**src/hw/jpu_pkg.sv**
```systemverilog
// jpu_pkg: constants and types for the test port and power-up controller.
// assumes one core clock; all test-port pins are sampled, not used as clocks.
package jpu_pkg;
	localparam int NPIN = 8; // user pins on this part
	localparam int IR_W = 8; // instruction register width
	localparam int UC_W = 32; // user code width
	localparam int CFG_W = UC_W + 2; // pull-up select, programmed mark, user code
	localparam int BSR_W = NPIN; // one boundary cell per pin
	// instruction codes
	localparam logic [IR_W-1:0] INS_EXTEST = 8'h00;
	localparam logic [IR_W-1:0] INS_IDCODE = 8'h01;
	localparam logic [IR_W-1:0] INS_INTEST = 8'h02;
	localparam logic [IR_W-1:0] INS_PRELOAD = 8'h03;
	localparam logic [IR_W-1:0] INS_CLAMP = 8'hFA;
	localparam logic [IR_W-1:0] INS_HIGHZ = 8'hFC;
	localparam logic [IR_W-1:0] INS_USERCODE = 8'hFD;
	localparam logic [IR_W-1:0] INS_BYPASS = 8'hFF;
	localparam logic [IR_W-1:0] INS_PROGRAM = 8'hEA; // nonvolatile write
	localparam logic [IR_W-1:0] INS_ERASE = 8'hED; // nonvolatile erase
	localparam logic [IR_W-1:0] IR_CAPTURE = 8'h01; // fixed capture pattern
	// identity value, arbitrary
	localparam logic [31:0] ID_CODE = 32'h0A5C_0001;
	// reset values
	localparam logic [CFG_W-1:0] CFG_RESET = 34'h0_0000_0000;
	localparam logic [IR_W-1:0] IR_RESET = INS_IDCODE;
	// timing
	localparam int CLK_MHZ = 250;
	localparam int CFG_LOAD_NS = 40; // nonvolatile to volatile copy
	localparam int CFG_LOAD_CYC = (CFG_LOAD_NS * CLK_MHZ + 999) / 1000;
	localparam int NV_WRITE_US = 100; // cell write/erase time
	localparam int NV_WRITE_CYC = NV_WRITE_US * CLK_MHZ;
	localparam int CNT_W = 16;
	// configuration image
	typedef struct packed {
		logic pull_sel; // 1: weak pull-up in user mode, 0: no pull
		logic programmed; // 0 when erased
		logic [UC_W-1:0] usercode;
	} jpu_cfg_s;
	// sampled test-port pins
	typedef struct packed {
		logic tck;
		logic tms;
		logic tdi;
	} jpu_tap_s;
	typedef enum logic [3:0] {
		TS_RESET, TS_IDLE, TS_SEL_DR, TS_CAP_DR, TS_SH_DR, TS_EX1_DR, TS_PA_DR, TS_EX2_DR,
		TS_UPD_DR, TS_SEL_IR, TS_CAP_IR, TS_SH_IR, TS_EX1_IR, TS_PA_IR, TS_EX2_IR, TS_UPD_IR
	} jpu_tap_e;
	typedef enum logic [1:0] {PS_QUIET, PS_LOAD, PS_ERASED, PS_USER} jpu_pwr_e;
endpackage : jpu_pkg

```
**src/hw/jpu_top.sv**
```systemverilog
// jpu_top: test-access port, boundary scan and power-up state control.
// assumes tck/tms/tdi and the supply-good level arrive from pins (synchronised here);
// core_out/core_oe come from same-clock core logic. tck must be well under clk/4.
//
// Overview of operation
// - all-ones instruction selects one-bit bypass
// - all-zero instruction drives boundary cells onto pins
// - code 03 captures core data into cells
// - code 02 feeds cell data to core inputs
// - code FC floats every output
// - code FA holds output values caught at entry, with every pin driven
// - nonvolatile programming through test-port commands
// - programming finishes well inside one second
// - copy configuration at power-up, pins disabled
// - stay quiescent until core supply is safe
// - quiescent: port off, outputs off, pulled high
// - leaving quiescent initialises registers, runs after the 40 ns configuration copy
// - erased part: outputs off, port enabled
// - programmed part: configured I/O, port enabled
// - inputs and logic live only in user operation
`timescale 1ns/1ps
module jpu_top
	import jpu_pkg::*;
(
	input wire logic clk,
	input wire logic sys_rst,
	input wire logic tck, // test clock pin, sampled
	input wire logic tms,
	input wire logic tdi,
	output logic tdo_o, // test data out
	output logic tdo_oe, // high while shifting
	input wire logic supply_ok, // core_supply_rail above the safe level
	input wire logic [NPIN-1:0] pin_i, // pin_buffer_cell receive side
	output logic [NPIN-1:0] pin_o, // pin_buffer_cell drive value
	output logic [NPIN-1:0] pin_oe, // pin_buffer_cell drive enable
	output logic [NPIN-1:0] pin_pull_en, // weak pull-up enable
	input wire logic [NPIN-1:0] core_out, // user logic outputs
	input wire logic [NPIN-1:0] core_oe, // user logic output enables
	output logic [NPIN-1:0] core_in, // inputs seen by user logic
	output logic core_run, // function blocks and clocks enabled
	output logic tap_en, // test controller enabled
	output logic nv_busy // nonvolatile write or erase in progress
);
	// two-stage synchronisers; stage one is read only by stage two
	jpu_tap_s tap_s1_q, tap_s2_q;
	logic sup_s1_q, sup_s2_q;
	logic [NPIN-1:0] pin_s1_q, pin_s2_q;
	logic tck_prev_q; // for edge finding
	logic tck_rise, tck_fall;

	jpu_tap_e ts_q, ts_d; // tap state
	jpu_pwr_e ps_q; // power-up state
	logic [IR_W-1:0] ir_sh_q, ir_q; // shift and active instruction
	logic byp_q; // bypass cell
	logic [31:0] id_sh_q; // identity/user code shifter
	logic [BSR_W-1:0] bsr_sh_q, bsr_upd_q; // boundary shift and update stages
	logic [CFG_W-1:0] prog_sh_q; // programming data shifter
	logic [NPIN-1:0] clamp_q; // held values for clamp
	jpu_cfg_s nv_q; // nonvolatile image
	jpu_cfg_s cfg_q; // volatile configuration cells
	logic [CNT_W-1:0] load_cnt_q, nv_cnt_q;
	logic erase_pend_q;
	logic dr_tdo; // serial out of the selected data register

	// synchronise every pin that comes from outside
	always_ff @(posedge clk) begin
		if (sys_rst) begin
			tap_s1_q <= '0;
			tap_s2_q <= '0;
			sup_s1_q <= 1'b0;
			sup_s2_q <= 1'b0;
			pin_s1_q <= '0;
			pin_s2_q <= '0;
		end else begin
			tap_s1_q <= '{tck: tck, tms: tms, tdi: tdi};
			tap_s2_q <= tap_s1_q;
			sup_s1_q <= supply_ok;
			sup_s2_q <= sup_s1_q;
			pin_s1_q <= pin_i;
			pin_s2_q <= pin_s1_q;
		end
	end

	// edge finder on the synchronised test clock
	always_ff @(posedge clk) begin
		if (sys_rst) begin
			tck_prev_q <= 1'b0;
		end else begin
			tck_prev_q <= tap_s2_q.tck;
		end
	end
	assign tck_rise = tap_s2_q.tck & ~tck_prev_q & tap_en;
	assign tck_fall = ~tap_s2_q.tck & tck_prev_q & tap_en;

	// power-up sequencing: quiet until supply good, copy, then erased or user
	always_ff @(posedge clk) begin
		if (sys_rst) begin
			ps_q <= PS_QUIET;
			load_cnt_q <= '0;
			cfg_q <= CFG_RESET;
		end else if (!sup_s2_q) begin
			ps_q <= PS_QUIET; // supply sag returns to quiescent
			load_cnt_q <= '0;
		end else begin
			unique case (ps_q)
				PS_QUIET: begin
					ps_q <= PS_LOAD;
					load_cnt_q <= '0;
				end
				PS_LOAD: begin
					cfg_q <= nv_q; // nonvolatile bits into volatile cells
					load_cnt_q <= load_cnt_q + 1'b1;
					if (load_cnt_q == CNT_W'(CFG_LOAD_CYC - 1)) begin
						ps_q <= nv_q.programmed ? PS_USER : PS_ERASED;
					end
				end
				PS_ERASED, PS_USER: begin
					// a fresh image takes effect only after the next power-up
					ps_q <= ps_q;
				end
			endcase
		end
	end

	// port enable: off only while quiescent or copying
	always_ff @(posedge clk) begin
		if (sys_rst) begin
			tap_en <= 1'b0;
		end else begin
			tap_en <= (ps_q == PS_ERASED) || (ps_q == PS_USER);
		end
	end

	// tap next-state table
	always_comb begin
		ts_d = ts_q;
		unique case (ts_q)
			TS_RESET: ts_d = tap_s2_q.tms ? TS_RESET : TS_IDLE;
			TS_IDLE: ts_d = tap_s2_q.tms ? TS_SEL_DR : TS_IDLE;
			TS_SEL_DR: ts_d = tap_s2_q.tms ? TS_SEL_IR : TS_CAP_DR;
			TS_CAP_DR: ts_d = tap_s2_q.tms ? TS_EX1_DR : TS_SH_DR;
			TS_SH_DR: ts_d = tap_s2_q.tms ? TS_EX1_DR : TS_SH_DR;
			TS_EX1_DR: ts_d = tap_s2_q.tms ? TS_UPD_DR : TS_PA_DR;
			TS_PA_DR: ts_d = tap_s2_q.tms ? TS_EX2_DR : TS_PA_DR;
			TS_EX2_DR: ts_d = tap_s2_q.tms ? TS_UPD_DR : TS_SH_DR;
			TS_UPD_DR: ts_d = tap_s2_q.tms ? TS_SEL_DR : TS_IDLE;
			TS_SEL_IR: ts_d = tap_s2_q.tms ? TS_RESET : TS_CAP_IR;
			TS_CAP_IR: ts_d = tap_s2_q.tms ? TS_EX1_IR : TS_SH_IR;
			TS_SH_IR: ts_d = tap_s2_q.tms ? TS_EX1_IR : TS_SH_IR;
			TS_EX1_IR: ts_d = tap_s2_q.tms ? TS_UPD_IR : TS_PA_IR;
			TS_PA_IR: ts_d = tap_s2_q.tms ? TS_EX2_IR : TS_PA_IR;
			TS_EX2_IR: ts_d = tap_s2_q.tms ? TS_UPD_IR : TS_SH_IR;
			TS_UPD_IR: ts_d = tap_s2_q.tms ? TS_SEL_DR : TS_IDLE;
		endcase
	end

	// tap state register; held in reset while the port is disabled
	always_ff @(posedge clk) begin
		if (sys_rst || !tap_en) begin
			ts_q <= TS_RESET;
		end else if (tck_rise) begin
			ts_q <= ts_d;
		end
	end

	// instruction register: capture, shift lsb first, update
	always_ff @(posedge clk) begin
		if (sys_rst || !tap_en || ts_q == TS_RESET) begin
			ir_sh_q <= IR_CAPTURE;
			ir_q <= IR_RESET;
		end else if (tck_rise) begin
			if (ts_q == TS_CAP_IR) begin
				ir_sh_q <= IR_CAPTURE;
			end else if (ts_q == TS_SH_IR) begin
				ir_sh_q <= {tap_s2_q.tdi, ir_sh_q[IR_W-1:1]};
			end else if (ts_q == TS_UPD_IR) begin
				ir_q <= ir_sh_q;
			end
		end
	end

	// hold-value register for clamp, caught as the instruction takes effect
	always_ff @(posedge clk) begin
		if (sys_rst) begin
			clamp_q <= '0;
		end else if (tck_rise && ts_q == TS_UPD_IR && ir_sh_q == INS_CLAMP) begin
			clamp_q <= pin_o;
		end
	end

	// bypass cell, also used for clamp and highz
	always_ff @(posedge clk) begin
		if (sys_rst) begin
			byp_q <= 1'b0;
		end else if (tck_rise) begin
			if (ts_q == TS_CAP_DR) begin
				byp_q <= 1'b0;
			end else if (ts_q == TS_SH_DR) begin
				byp_q <= tap_s2_q.tdi;
			end
		end
	end

	// identity shifter: fixed code or programmed user code
	always_ff @(posedge clk) begin
		if (sys_rst) begin
			id_sh_q <= '0;
		end else if (tck_rise) begin
			if (ts_q == TS_CAP_DR) begin
				id_sh_q <= (ir_q == INS_USERCODE) ? cfg_q.usercode : ID_CODE;
			end else if (ts_q == TS_SH_DR) begin
				id_sh_q <= {tap_s2_q.tdi, id_sh_q[31:1]};
			end
		end
	end

	// boundary register: capture pins or core data, shift, update
	// only the boundary instructions may disturb the cells, so a bypass or id scan keeps driven values
	always_ff @(posedge clk) begin
		if (sys_rst) begin
			bsr_sh_q <= '0;
			bsr_upd_q <= '0;
		end else if (tck_rise && (ir_q == INS_EXTEST || ir_q == INS_INTEST || ir_q == INS_PRELOAD)) begin
			if (ts_q == TS_CAP_DR) begin
				// preload and intest sample core data; extest samples the pins
				bsr_sh_q <= (ir_q == INS_EXTEST) ? pin_s2_q : core_out;
			end else if (ts_q == TS_SH_DR) begin
				bsr_sh_q <= {tap_s2_q.tdi, bsr_sh_q[BSR_W-1:1]};
			end else if (ts_q == TS_UPD_DR) begin
				bsr_upd_q <= bsr_sh_q;
			end
		end
	end

	// programming shifter and nonvolatile image with write timer
	always_ff @(posedge clk) begin
		if (sys_rst) begin
			prog_sh_q <= '0;
			nv_q <= CFG_RESET;
			nv_cnt_q <= '0;
			nv_busy <= 1'b0;
			erase_pend_q <= 1'b0;
		end else begin
			if (nv_busy) begin
				nv_cnt_q <= nv_cnt_q - 1'b1; // bounded write time
				nv_busy <= (nv_cnt_q != CNT_W'(1));
			end
			if (tck_rise && ts_q == TS_SH_DR && ir_q == INS_PROGRAM) begin
				prog_sh_q <= {tap_s2_q.tdi, prog_sh_q[CFG_W-1:1]};
			end
			if (tck_rise && !nv_busy && ts_q == TS_UPD_DR && ir_q == INS_PROGRAM) begin
				nv_q <= prog_sh_q;
				nv_busy <= 1'b1;
				nv_cnt_q <= CNT_W'(NV_WRITE_CYC);
			end
			// erase runs at the first test clock rise after entering idle under the erase instruction;
			// the mark follows test clock rises, not core clocks, or it is gone before the next rise
			if (tck_rise) begin
				erase_pend_q <= (ts_q != TS_IDLE);
			end
			if (tck_rise && !nv_busy && erase_pend_q && ts_q == TS_IDLE && ir_q == INS_ERASE) begin
				nv_q <= CFG_RESET;
				nv_busy <= 1'b1;
				nv_cnt_q <= CNT_W'(NV_WRITE_CYC);
			end
		end
	end

	// selected data register output
	always_comb begin
		unique case (ir_q)
			INS_EXTEST, INS_INTEST, INS_PRELOAD: dr_tdo = bsr_sh_q[0];
			INS_IDCODE, INS_USERCODE: dr_tdo = id_sh_q[0];
			INS_PROGRAM: dr_tdo = prog_sh_q[0];
			default: dr_tdo = byp_q; // bypass, clamp, highz, unknown codes
		endcase
	end

	// test data out changes on the falling test clock
	always_ff @(posedge clk) begin
		if (sys_rst || !tap_en) begin
			tdo_o <= 1'b0;
			tdo_oe <= 1'b0;
		end else if (tck_fall) begin
			tdo_o <= (ts_q == TS_SH_IR) ? ir_sh_q[0] : dr_tdo;
			tdo_oe <= (ts_q == TS_SH_IR) || (ts_q == TS_SH_DR);
		end
	end

	// pin drivers: test instructions override configured behaviour
	always_ff @(posedge clk) begin
		if (sys_rst || ps_q == PS_QUIET || ps_q == PS_LOAD) begin
			pin_o <= '0;
			pin_oe <= '0;
			pin_pull_en <= '1;
		end else if (ir_q == INS_EXTEST) begin
			pin_o <= bsr_upd_q;
			pin_oe <= '1;
			pin_pull_en <= '0;
		end else if (ir_q == INS_HIGHZ) begin
			pin_o <= '0;
			pin_oe <= '0;
			pin_pull_en <= '0;
		end else if (ir_q == INS_CLAMP) begin
			pin_o <= clamp_q;
			pin_oe <= '1;
			pin_pull_en <= '0;
		end else if (ps_q == PS_ERASED) begin
			pin_o <= '0;
			pin_oe <= '0;
			pin_pull_en <= '1;
		end else begin
			pin_o <= core_out;
			pin_oe <= core_oe;
			pin_pull_en <= {NPIN{cfg_q.pull_sel}};
		end
	end

	// core side: live only in user operation; intest substitutes cell data
	always_ff @(posedge clk) begin
		if (sys_rst || ps_q != PS_USER) begin
			core_in <= '0;
			core_run <= 1'b0;
		end else begin
			core_in <= (ir_q == INS_INTEST) ? bsr_upd_q : pin_s2_q;
			core_run <= 1'b1;
		end
	end
endmodule : jpu_top

```
**config.mk**
```make
export PLATFORM = sky130hd
export DESIGN_NAME = jpu_top
export DESIGN_NICKNAME = d
export VERILOG_FILES = /design/src/hw/jpu_pkg.sv /design/src/hw/jpu_top.sv
export SDC_FILE = /design/constraint.sdc
export NUM_CORES = 1
export LEC_CHECK = 0
export ABC_AREA = 0
export ABC_CLOCK_PERIOD_IN_PS = 3500
export BUFFER_PORTS_ARGS = -buffer_cell sky130_fd_sc_hd__clkbuf_2
export CORE_MARGIN = 1
export CORE_UTILIZATION = 40
export DETAILED_ROUTE_END_ITERATION = 16
export PLACE_DENSITY_LB_ADDON = 0.15
export SLEW_MARGIN = 20
export SYNTH_ARGS = -nofsm -noshare
export SYNTH_HDL_FRONTEND = slang
export SYNTH_SLANG_ARGS = --single-unit
```
**constraint.sdc**
```tcl
create_clock -name clk -period 3.5 [get_ports clk]
set_input_delay 0.35 -clock clk [delete_from_list [all_inputs] [get_ports clk]]
set_output_delay 0.35 -clock clk [all_outputs]
set_load 0.05 [all_outputs]
```
# Yosys cells after proc, flatten, opt, wreduce, memory -nomap -nowiden
# Index checks and enable logic that the tools add are counted.
# op_classes
addsub	2
n_eq_ne	32
muxes	49
bitwise	12
n_reduce_logical	45
# ops
op	count
2-to-1 mux 8 bit	18
2-to-1 mux 32 bit	3
== test 8 bit (second input constant)	6
one-hot mux 4 bit (12 select lines)	1
2-to-1 mux 15 bit	3
== test 4 bit (second input constant)	8
one-hot mux 16 bit (2 select lines)	1
adder 16 x 1 -> 16 bit (second input constant)	1
== test 16 x 4 -> 1 bit (second input constant)	1
== test 4 x 3 -> 1 bit (second input constant)	4
== test 8 x 2 -> 1 bit (second input constant)	2
2-to-1 mux 4 bit	4
inequality test 16 x 1 -> 1 bit (second input constant)	1
subtractor 16 x 1 -> 16 bit (second input constant)	1
OR reduction 2 bit	6
logical AND 1 bit	11
2-to-1 mux 1 bit	11
AND reduction 2 bit	5
logical OR 1 bit	9
OR reduction 3 bit	3
== test 4 x 2 -> 1 bit (second input constant)	2
== test 8 x 1 -> 1 bit (second input constant)	1
zero test 8 bit	1
2-to-1 mux 2 bit	4
other kinds (16)	33
# totals
ff_bits	275
in_bits	30
word_cells	179

# Longest topological paths before layout
# Gate-level depths: netlist of run 1.
# logic_depth
word_depth	8
depth_mapped	8
mapped_depth_nobuf	6

# Worst setup path before layout of run 1
# No wires, ideal clock.
# synth_timing
kind	register to register
startpoint	register tap_en
endpoint	register clamp_q[0]
setup_ps	128
arrival_ps	1982
setup_slack_ps	1390
path_stages_with_launch	6
n_path_buf	1
period_less_slack_ps	2110
path_cell_list	dfxtp_1 > nand3b_1 > clkbuf_1 > nor4_4 > mux2i_1 > nor2_1
# synth_via
elab_chain_cells	3
# synth_rtl
element	line	source
from (decl)	jpu_top.sv:41	output logic tap_en,
from (signal assigned)	jpu_top.sv:130	tap_en <= (ps_q == PS_ERASED) || (ps_q == PS_USER);
bitwise AND 1 bit	jpu_top.sv:92	assign tck_rise = tap_s2_q.tck & ~tck_prev_q & tap_en;
logical AND 1 bit (2 in series)	jpu_top.sv:186	end else if (tck_rise && ts_q == TS_UPD_IR && ir_sh_q == INS_CLAMP) begin
to (signal assigned)	jpu_top.sv:187	clamp_q <= pin_o;
to (decl)	jpu_top.sv:58	logic [NPIN-1:0] clamp_q;
# Every way passes these cells.
# A chain may end at the register's enable or synchronous reset.

# Final worst setup path of run 1
# layout_timing
startpoint	register ts_q[1]
endpoint	register id_sh_q[23]
# layout_via
elab_chain_cells	3
# layout_rtl
element	line	source
from (decl)	jpu_top.sv:51	jpu_tap_e ts_q, ts_d;
from (signal assigned)	jpu_top.sv:162	ts_q <= ts_d;
== test 4 x 2 -> 1 bit / == test 4 x 3 -> 1 bit (equally long branches)	jpu_top.sv:209, jpu_top.sv:211	
nonzero test 2 bit (no source line)	-	
AND reduction 2 bit (no source line)	-	
to (signal assigned)	jpu_top.sv:210	id_sh_q <= (ir_q == INS_USERCODE) ? cfg_q.usercode : ID_CODE;
to (signal assigned)	jpu_top.sv:212	id_sh_q <= {tap_s2_q.tdi, id_sh_q[31:1]};
to (decl)	jpu_top.sv:55	logic [31:0] id_sh_q;
# Several ways; a longest one is shown, not always the timed one.

==> metrics.md, run 1 <==
| Metric | Value |
|---|---|
| Pleak | `0.004243 uW` |
| Slew @ Worst Pin | `1.102 ns` |
| First-pass GRT wire length | `45,190 um` |
| Critical Path Start Type | `flop` |
| Initial DRC Count | `532` |
| Num CTS Buffers | `30` |
| Root buf cell | `clkbuf_16` |
| Power per cell area | `between 500 and 600 nW/um2` |
| Clk_lat worst skew | `approximately 0.56 ns` |
| Status | `finished clean` |
| Routed Antenna Nets | `0` |
| Reg2Reg Depth | `3` |
| CP endpoint | `id_sh_q[23]$_SDFFE_PP0P_` |
| DRT Pass-1 Iters | `7` |
| Final period utilization | `69.83%` |
| Clk buf depth | `3` |
| R2r startpoint | `ts_q[1]$_SDFFE_PP0N_` |
| Dpl hpwl | `16,780 um` |
| Clock slew seen by the registers of the worst setup and hold paths | `~0.060 ns` |
| Fmax | `0.4091 GHz` |
| Vias per inst | `5.536` |
| Seq/Total Area, Yosys | `48.94%` |
| Gp weighted congestion | `roughly 0.82` |
| Port Buf Inserts | `66` |
| Worst vdd ir | `0.3137 mV` |
| Max cap viols | `0` |
| Area grow syn2layout | `14.19%` |
| Post-synthesis average cell area | `about 8.5 um2` |
| Global route total overflow | `0` |
| CP Launch Point | `ts_q[1]$_SDFFE_PP0N_` |
| Vias in the first global route | `around 8,700` |
| Initial antenna violation count | `0` |
| Synth Warn # | `0` |
| Core area | `26,950 um2` |
| # rows | `60` |
| Fin Clk Skew | `0.01912 ns` |
| Fin area | `12,520 um2` |
| WS Path Type | `flop to flop` |
| DR vias | `9,267` |
| Initial core utilization | `between 40% and 50%` |
| CP required | `3.90 ns` |
| Largest net degree at the start of global routing | `101` |
| Area leader, netlist | `dfxtp_1` |
| Seq cells post-synth | `268` |
| Hold Fails Final Rpt | `0` |
| RR Endpoint | `id_sh_q[23]$_SDFFE_PP0P_` |
| Worst-path maximum fanout | `26` |
| Area of the mapped netlist | `10,960 um2` |
| Tot GR Track Use | `19.28%` |
| Htree depth | `1` |
| Final wirelength | `around 27,000 um` |
| Slew Limit Headroom | `26.53%` |
| Top FF cell, synth | `dfxtp_1` |
| Clock sinks | `268` |
| TritonCTS clock tree | `done` |
| Setup TNS | `0 ns` |
| Final antenna diode count | `0` |
| Hold Path Class | `input port to flop` |
| Die Wd | `167.6 um` |
| Ranking of synthesized cells by area | `dfxtp_1 (49%), a21oi_1 (7.4%), nand2_1 (6.7%)` |
| Layout cells sized above 1 | `12.15%` |
| PostCTS Resize Cnt | `0` |
| DIE AREA | `~28,000 um2` |
| # setup viols final | `0` |
| Crit path capture type | `flop` |
| Final Max Slew Viols | `0` |
| Mapped Cells | `1,289` |
| CP arrival | `2.84 ns` |
| Syn_nets | `1,323` |
| R2R Setup Slk | `1.06 ns` |
| DRC viols | `0` |
| Top cell type's share of synthesized area | `approximately 50%` |
| Post-synth EDFFs | `0` |
| Final Critical Period | `2.444 ns` |
| Asr flop ratio synth | `0%` |
| RSZ-0062 raised after global routing | `no` |
| Post-place instance area | `~12,000 um2` |
| I/O pins | `between 60 and 70` |
| Height of the die | `approximately 170 um` |
| DR WL/cell | `16.12 um` |
| # fillers | `between 2,000 and 3,000` |
| Yosys cell types | `68` |
| Final nets | `1,344` |
cell type report:
cell class              count  area [um2]  share of cell area, %
inverters                  13       48.80                 0.3898
repair buffers             97       595.6                  4.758
clock buffers              48       919.6                  7.346
flip-flops and latches    268        5365                  42.86
well taps                 341       426.7                  3.408
multi-input cells         900        5090                  40.66
clock inverters             7       72.57                 0.5797
flip-flops by register name, summed over array words and instances, names as in the netlist, 16 cells and up:
name	cells
id_sh_q	32
cfg_q	33
nv_q	34
load_cnt_q	16
prog_sh_q	34
nv_cnt_q	16
cells in the final DEF, fill, tap and decap left out, drive strengths merged, types with 5 or more instances in the layout:
cell     count
a221oi      27
inv         13
o2bb2ai      8
nand3       82
nor2        73
dfxtp      268
nor4        13
xor2         7
nand4        8
buf         30
a211oi       7
clkbuf     113
a21oi      164
nor2b       33
o21ai       74
a31oi       11
nand3b       7
nand4b       6
o31ai        6
nand2      195
nor3        42
a32o         8
nand2b      14
mux2i       19
a22oi        6
xnor2        5
o221ai       7
o211ai       9
or4          8
kinds of logic after synthesis:
family          after synthesis  synth area share [%]
buf+inv                     121                 4.862
simple gates                518                 23.90
fa+ha+maj                     4                0.4565
mux                          19                 1.735
xor+xnor                     12                0.9587
flops                       268                 48.94
compound gates              347                 19.15
worst min-delay path by stage:
| stage | startpoint | endpoint | slack (ns) | cells after the start |
|---|---|---|---|---|
| after global placement | pin_s1_q[2]$_SDFF_PP0_ | pin_s2_q[2]$_SDFF_PP0_ | 0.42 | 1 |
| final | pin_i[6] | pin_s1_q[6]$_SDFF_PP0_ | 0.01 | 2 |
| after detailed placement | pin_s1_q[5]$_SDFF_PP0_ | pin_s2_q[5]$_SDFF_PP0_ | 0.42 | 1 |
| after global routing | pin_i[2] | pin_s1_q[2]$_SDFF_PP0_ | 0.007 | 2 |
| after CTS | tms | tap_s1_q[1]$_SDFF_PP0_ | 0.004 | 2 |
| after floorplan | pin_s1_q[0]$_SDFF_PP0_ | pin_s2_q[0]$_SDFF_PP0_ | 0.41 | 1 |
synth_stat cells, types with 8 or more instances:
cell type and n:
nand2b_1 14, nand3_1 82, nor2b_1 33, inv_1 12
nor4_1 9, or4_1 8, o211ai_1 9, mux2i_1 19
nand4_1 8, buf_2 24, a31oi_1 11, nor3_1 39
dfxtp_1 268, o21ai_0 71, clkbuf_1 70, a221oi_1 27
o2bb2ai_1 8, a32o_1 8, nor2_1 72, a21oi_1 162
nand2_1 195
critical path, stage by stage (launching register included):
cell	delay, ns
dfxtp_1	0.74
or4b_1	0.99
a221oi_1	0.47
nor3_1	0.09
stage by stage:
stage | worst slack (ns) | hold slack (ns) | cells | util (%) | total power [uW]
after floorplan | 1.390 | 0.4138 | 1289 | - | 3199
after global placement | 1.164 | 0.4155 | 1617 | 42.69 | 3239
after detailed placement | 1.077 | 0.4234 | 1617 | 42.69 | 3240
after CTS | 1.062 | 0.004363 | 1674 | 46.45 | 6350
after global routing | 0.8628 | 0.007094 | 1674 | 46.45 | 6498
final | 1.056 | 0.01112 | 1674 | 46.45 | 6279
where the power goes:
part	total [uW]	leakage (uW)	switching (uW)	internal [uW]
combinational	102	0.00160	64.7	37.1
clock	3110	0.000481	1240	1860
sequential	3070	0.00216	7.99	3060
total	6280	0.00424	1320	4960
what timing repair did:
action | in CTS | in global routing
endpoints found under the setup margin | 0 | 0
hold endpoints to repair | 2 | 0
setup buffers | 0 | 0
hold buffers | 2 | 0
routing by layer:
metal | track usage, % | share of wire [%] | wire length (um) | vias to the layer above
met5 | 0 | 0 | 0 | -
met4 | 4.866 | 1.6 | 441 | 0
met3 | 2.576 | 4.6 | 1251 | 36
met2 | 31.88 | 45 | 12240 | 213
met1 | 26.42 | 48 | 13060 | 4385
li1 | - | - | - | 4633
(Power assumes the default switching activity.)
==> run 2, diff against run 1 <==
ABC_CLOCK_PERIOD_IN_PS = 2300   (was 3500)
clock period = 2.3 ns   (was 3.5 ns; I/O delays follow)
==> run 2 against run 1 <==
Effect of this change:
- first-iteration DRC count increased by 11%
- largest cell class unchanged
- die area unchanged
- critical endpoint is now prog_sh_q[15]$_SDFFE_PP0P_
- via count increased by 1.3%
==> metrics.md, run 2 (same netlist as run 1, synthesis figures left out) <==
| Metric | Value |
|---|---|
| Hold Path Class | `input port to flop` |
| Initial DRC Count | `590 (+11%)` |
| Max cap viols | `0 (unchanged)` |
| Initial core utilization | `40.68% (unchanged)` |
| Slowest CP cell | `or4b_4` |
| R2R Setup Slk | `0.28 ns (-0.77 ns)` |
| Most frequent cells in the layout | `dfxtp_1 (268), nand2_1 (195), a21oi_1 (162), nand3_1 (82)` |
| DRT Pass-1 Iters | `5 (-2)` |
| Comb pwr share | `1.9% (+0.3 points)` |
| RR Endpoint | `prog_sh_q[15]$_SDFFE_PP0P_` |
| # rows | `60 (unchanged)` |
| Initial antenna violation count | `0 (unchanged)` |
| RSZ-0062 raised after global routing | `no` |
| CP Launch Point | `ts_q[0]$_SDFFE_PP0N_` |
| Final antenna diode count | `0 (unchanged)` |
| Largest net degree at the start of global routing | `61 (-40%)` |
| DR vias | `9,384 (+1.3%)` |
| Hold Path Stages | `2 (unchanged)` |
| DR WL/cell | `15.95 um (-1.1%)` |
| Global route total overflow | `0 (unchanged)` |
| Worst Hold Path EP | `clamp_q[6]$_SDFFE_PP0P_` |
| R2r startpoint | `ts_q[0]$_SDFFE_PP0N_` |
| I/O pins | `67 (unchanged)` |
| DRC viols | `0 (unchanged)` |
| TritonCTS clock tree | `done` |
| Worst-path maximum fanout | `34 (+31%)` |
| Status | `finished clean` |
| Worst vdd ir | `0.5288 mV (+69%)` |
| Switching pwr | `1980 uW (+51%)` |
| Share of power burned in registers | `48.7% (-0.2 points)` |
| Hold WS | `0.06239 ns (+0.05127 ns)` |
| Clock Power Share | `49.4% (about the same)` |
| Critical Path Start Type | `flop` |
| Place WS | `0.3004 ns (-0.7768 ns)` |
| Fin Clk Skew | `0.01197 ns (-0.007151 ns)` |
| Crit path capture type | `flop` |
| Vias per inst | `5.469 (-1.2%)` |
| First-pass GRT wire length | `45,510 um (+0.70%)` |
| Switching Share | `20.61% (-0.33 points)` |
| Dpl hpwl | `17,420 um (+3.8%)` |
| Area grow syn2layout | `18.04%` |
| Biggest regs | `nv_q (34), prog_sh_q (34), cfg_q (33)` |
| Gp weighted congestion | `0.8556 (+3.9%)` |
| Die Wd | `167.6 um (unchanged)` |
| WS Path Type | `flop to flop` |
| Int Pwr | `7625 uW (+54%)` |
| Final worst slack | `0.2842 ns (-0.7716 ns)` |
| Routed Antenna Nets | `0 (unchanged)` |
| # placed instances | `1,643 (+1.6%)` |
| Reg2Reg Depth | `5 (+2)` |
| Critical hold path startpoint | `sys_rst` |
| Setup TNS | `0 ns (unchanged)` |
| Num CTS Buffers | `29 (-3.3%)` |
| Layout cells sized above 1 | `13.96% (+1.8 points)` |
| Hold Fails Final Rpt | `0 (unchanged)` |
| CP required | `2.69 ns (-1.21 ns)` |
| CP arrival | `2.40 ns (-0.44 ns)` |
| Commonest non-fill, non-tap cell in the layout | `dfxtp_1` |
| Final wirelength | `27,360 um (+1.4%)` |
| Clk_lat worst skew | `0.54 ns (-0.02 ns)` |
| Vias in the first global route | `8,698 (-0.16%)` |
| Final Max Slew Viols | `0 (unchanged)` |
| # fillers | `2,633 (-0.98%)` |
| Crit-path cells | `or4b_4 -> or4_1 -> buf_4 -> nand2_1 -> a21oi_1` |
| Slew Limit Headroom | `46.10% (+20 points)` |
| Final nets | `1,387 (+3.2%)` |
| Final period utilization | `87.64% (+18 points)` |
| Core area | `26,950 um2 (unchanged)` |
| Height of the die | `167.6 um (unchanged)` |
| Post-CTS Setup Bufs | `0 (unchanged)` |
| Clk buf depth | `3 (unchanged)` |
| Max incr delay on CP | `0.57 ns (-0.42 ns)` |
| Clock sinks | `268 (unchanged)` |
| Clock slew seen by the registers of the worst setup and hold paths | `0.06 ns (about the same)` |
| Port Buf Inserts | `66 (unchanged)` |
| Finished Layout Cells | `1,716 (+2.5%)` |
| Final Critical Period | `2.016 ns (-0.4284 ns)` |
| Pleak | `0.004459 uW (+5.1%)` |
| Slew @ Worst Pin | `0.8018 ns (-0.3002 ns)` |
| DIE AREA | `28,070 um2 (unchanged)` |
| Fmax | `0.4961 GHz (+21%)` |
| # setup viols final | `0 (unchanged)` |
| Tot GR Track Use | `19.31% (+0.030 points)` |
| Root buf cell | `clkbuf_16` |
| Power per cell area | `742.2 nW/um2 (+48%)` |
| Htree depth | `1 (unchanged)` |
## run 2: cell count changes in the layout (fill, tap and decap cells not counted), sizes merged
| cell | before | now |
|---|---|---|
| bufinv | 1 | 4 |
| clkbuf | 113 | 102 |
| buf | 30 | 56 |
| clkinv | 4 | 9 |
| dlygate4sd3 | 2 | 20 |
| clkinvlp | 2 | 3 |
## run 2: area by class of cell
cell class	count	area [um2]	area share [%]
clock buffers	37	795.8	6.149
clock inverters	16	187.7	1.450
inverters	13	48.80	0.3771
multi-input cells	900	5096	39.38
flip-flops and latches	268	5365	41.46
well taps	341	426.7	3.297
repair buffers	141	1021	7.889
## run 2: timing repair
action / 4_1_cts / 5_1_grt
hold buffers: 20 / 0
resized for setup: 0 / 0
hold endpoints to repair: 20 / 0
## run 2: critical path: cells and delay by family, from the launching register on
family | cells | cell delay (ns)
and+or+nand+nor | 3 | 1.10
DFF | 1 | 0.40
buffers and inverters | 1 | 0.27
AOI/OAI and AO/OA | 1 | 0.07
## run 2: layer usage
metal / track usage [%] / up-vias / wire, um
met1: 28.03 / 4409 / 13690
li1: - / 4710 / -
met5: 0 / - / 0
met4: 4.667 / 0 / 548
met3: 2.576 / 41 / 1163
met2: 30.13 / 224 / 11960
## run 2: how the worst max path moves through the flow
stage / end / slack [ns] / cells past startpoint
final: prog_sh_q[15]$_SDFFE_PP0P_ / 0.28 / 5
after global placement: bsr_sh_q[6]$_SDFFE_PP0P_ / 0.31 / 4
after CTS: nv_busy / 0.26 / 3
after floorplan: clamp_q[0]$_SDFFE_PP0P_ / 0.19 / 5
after detailed placement: prog_sh_q[16]$_SDFFE_PP0P_ / 0.30 / 5
after global routing: nv_q[29]$_SDFFE_PP0P_ / 0.14 / 6
## run 2: power by group through the flow
stage | Sequential (uW) | Combinational, uW | Clock [uW]
after detailed placement | 4780 | 158 | 0
after global routing | 4670 | 204 | 5040
after global placement | 4780 | 158 | 0
after CTS | 4670 | 186 | 4860
after floorplan | 4770 | 97.5 | 0
final | 4680 | 185 | 4740
## run 2: per-stage QoR
stage          area (um2)  util [%]  power (uW)
5_1_grt             12940     48.02        9923
4_1_cts             12940     48.02        9725
6_report            12940     48.02        9605
3_3_place_gp        11750     43.60        4936
2_1_floorplan       10960         -        4868
3_5_place_dp        11760     43.63        4936
==> run 3, diff against run 2 <==
MAX_ROUTING_LAYER = met4   (was unset)
PLACE_DENSITY = 0.57   (was unset)
PLACE_DENSITY_LB_ADDON = unset   (was 0.15)
==> run 3 against run 2 <==
Effect of this change:
- clock skew is 0.0041 ns higher
- die area stayed put
- largest power group unchanged
- maximum frequency is 0.66% lower
- sequential share of layout area is 0.20 points lower
- first-iteration DRC count is 13% higher
- highest routed layer unchanged
- non-clock buffer count stayed put
- largest cell class unchanged
- cell area is 0.47% higher
==> metrics.md, run 3 (same netlist as run 1, synthesis figures left out) <==
| Metric | Value |
|---|---|
| Critical hold path startpoint | `sys_rst` |
| Status | `finished clean` |
| DR vias | `9,391 (+0.075%)` |
| Gp weighted congestion | `0.8311 (-2.9%)` |
| Hold Fails Final Rpt | `0 (unchanged)` |
| Die Wd | `167.6 um (unchanged)` |
| Most frequent cells in the layout | `dfxtp_1 (268), nand2_1 (195), a21oi_1 (162), nand3_1 (82)` |
| # rows | `60 (unchanged)` |
| DRC viols | `0 (unchanged)` |
| Critical Path Start Type | `flop` |
| Htree depth | `1 (unchanged)` |
| Fin Clk Skew | `0.01608 ns (+0.004113 ns)` |
| Routed Antenna Nets | `0 (unchanged)` |
| Multi-input gate area | `5090 um2 (-0.12%)` |
| Initial antenna violation count | `1 (+1)` |
| Max cap viols | `0 (unchanged)` |
| CP Launch Point | `tap_s2_q[2]$_SDFF_PP0_` |
| DRT Pass-1 Iters | `5 (unchanged)` |
| Layout cells sized above 1 | `13.85% (-0.11 points)` |
| WS Path Type | `flop to flop` |
| Crit path capture type | `flop` |
| Initial core utilization | `40.68% (unchanged)` |
| Area grow syn2layout | `18.60%` |
| Slew Limit Headroom | `59.76% (+14 points)` |
| # setup viols final | `0 (unchanged)` |
| Initial DRC Count | `665 (+13%)` |
| Delay-heaviest family, CP | `compound AO/OA/AOI/OAI gates` |
| Fmax | `0.4928 GHz (-0.66%)` |
| Fin util | `48.25% (+0.23 points)` |
| Final wirelength | `27,550 um (+0.68%)` |
| Global route total overflow | `0 (unchanged)` |
| Slew @ Worst Pin | `0.6036 ns (-0.1982 ns)` |
| I/O pins | `67 (unchanged)` |
| Cts hold-fix bufs | `20 (unchanged)` |
| Pleak | `0.004492 uW (+0.73%)` |
| Levels on crit path | `4 (-1)` |
| Reg2Reg Depth | `4 (-1)` |
| CP arrival | `2.47 ns (+0.07 ns)` |
| Root buf cell | `clkbuf_16` |
| Commonest non-fill, non-tap cell in the layout | `dfxtp_1` |
| Post-CTS Setup Bufs | `0 (unchanged)` |
| Register Area | `5365 um2 (unchanged)` |
| Slowest CP cell | `o21a_1` |
| R2R Setup Slk | `0.27 ns (about the same)` |
| Final Critical Period | `2.029 ns (+0.01337 ns)` |
| Port Buf Inserts | `66 (unchanged)` |
| Setup TNS | `0 ns (unchanged)` |
| Crit-path cells | `nor4bb_1 -> o21a_1 -> a21oi_2 -> a32o_1` |
| Clock sinks | `268 (unchanged)` |
| First-pass GRT wire length | `45,680 um (+0.39%)` |
| Clk_lat worst skew | `0.55 ns (about the same)` |
| Num CTS Buffers | `31 (+6.9%)` |
| Largest net degree at the start of global routing | `46 (-25%)` |
| DR WL/cell | `16.01 um (+0.39%)` |
| Power per cell area | `757.0 nW/um2 (+2.0%)` |
| TritonCTS clock tree | `done` |
| Worst-path maximum fanout | `14 (-59%)` |
| Hold Path Class | `input port to flop` |
| RSZ-0062 raised after global routing | `no` |
| PostCTS Resize Cnt | `0 (unchanged)` |
| CP endpoint | `bsr_sh_q[1]$_SDFFE_PP0P_` |
| Dpl hpwl | `17,340 um (-0.49%)` |
| Height of the die | `167.6 um (unchanged)` |
| Worst Path Buf+Inv | `0 (-1)` |
| R2r startpoint | `tap_s2_q[2]$_SDFF_PP0_` |
| CP required | `2.74 ns (+0.05 ns)` |
| RR Endpoint | `bsr_sh_q[1]$_SDFFE_PP0P_` |
| Vias per inst | `5.457 (-0.22%)` |
| Biggest regs | `nv_q (34), prog_sh_q (34), cfg_q (33)` |
| Clk buf depth | `3 (unchanged)` |
| Max incr delay on CP | `0.55 ns (-0.02 ns)` |
| Post-place instance area | `11,750 um2 (about the same)` |
| Vias in the first global route | `8,860 (+1.9%)` |
| # fillers | `2,614 (-0.72%)` |
| Core area | `26,950 um2 (unchanged)` |
| Tot GR Track Use | `20.09% (+0.79 points)` |
| Fin area | `13,000 um2 (+0.47%)` |
| Worst vdd ir | `0.4595 mV (-13%)` |
| Final Max Slew Viols | `0 (unchanged)` |
| Clock slew seen by the registers of the worst setup and hold paths | `0.06 ns (about the same)` |
| Final period utilization | `88.22% (+0.58 points)` |
| DIE AREA | `28,070 um2 (unchanged)` |
| Final nets | `1,389 (+0.14%)` |
| Hold Path Stages | `2 (unchanged)` |
==> run 3: changes by cell type in the layout (fill, tap and decap cells not counted), sizes merged <==
cell,delta
clkbuf,+7
clkinv,-2
clkinvlp,-1
diode,+1
==> run 3: cell type report <==
cell class / count / share of cell area (%)
sequential: 268 / 41.26
clock buffer: 44 / 6.726
multi-input combinational: 900 / 39.15
timing repair buffer: 141 / 7.852
antenna: 1 / 0.01925
tap: 341 / 3.281
inverter: 13 / 0.3753
clock inverter: 13 / 1.338
==> run 3: worst min-delay path by stage <==
stage	slack (ns)	endpoint
after floorplan	0.36	pin_s1_q[0]$_SDFF_PP0_
after global placement	0.42	pin_s2_q[1]$_SDFF_PP0_
after detailed placement	0.43	pin_s2_q[3]$_SDFF_PP0_
after CTS	0.05	clamp_q[6]$_SDFFE_PP0P_
after global routing	0.07	clamp_q[6]$_SDFFE_PP0P_
final	0.07	clamp_q[6]$_SDFFE_PP0P_
==> run 3: where the power goes <==
group          internal, uW  switching (uW)  leakage [uW]
logic                  80.4             102       0.00182
clock network          3080            1910      0.000512
registers              4660            12.1       0.00216
total                  7820            2020       0.00449
==> run 3: worst reg2reg max path: stages, from the launching register on <==
cell and delay [ns]:
dfxtp_1 0.40, nor4bb_1 0.46, o21a_1 0.55, a21oi_2 0.24, a32o_1 0.27
==> run 3: stage by stage <==
| step | setup slack [ns] | hold slack [ns] | total power (uW) | instances |
|---|---|---|---|---|
| after floorplan | 0.1903 | 0.3582 | 4868 | 1289 |
| after global routing | 0.1515 | 0.06819 | 10190 | 1721 |
| after CTS | 0.2616 | 0.05453 | 9957 | 1720 |
| final | 0.2709 | 0.06882 | 9843 | 1721 |
| after global placement | 0.3524 | 0.4162 | 4933 | 1643 |
| after detailed placement | 0.3322 | 0.4257 | 4934 | 1643 |
==> run 3: layer usage <==
layer / share of wire (%) / up-vias / GRT usage [%] / wire (um)
met2: 45 / 232 / 31.03 / 12340
met5: 0 / - / - / 0
met4: 2.0 / 0 / 5.744 / 538
met1: 48 / 4397 / 27.24 / 13290
li1: - / 4716 / - / -
met3: 5.0 / 46 / 2.931 / 1381
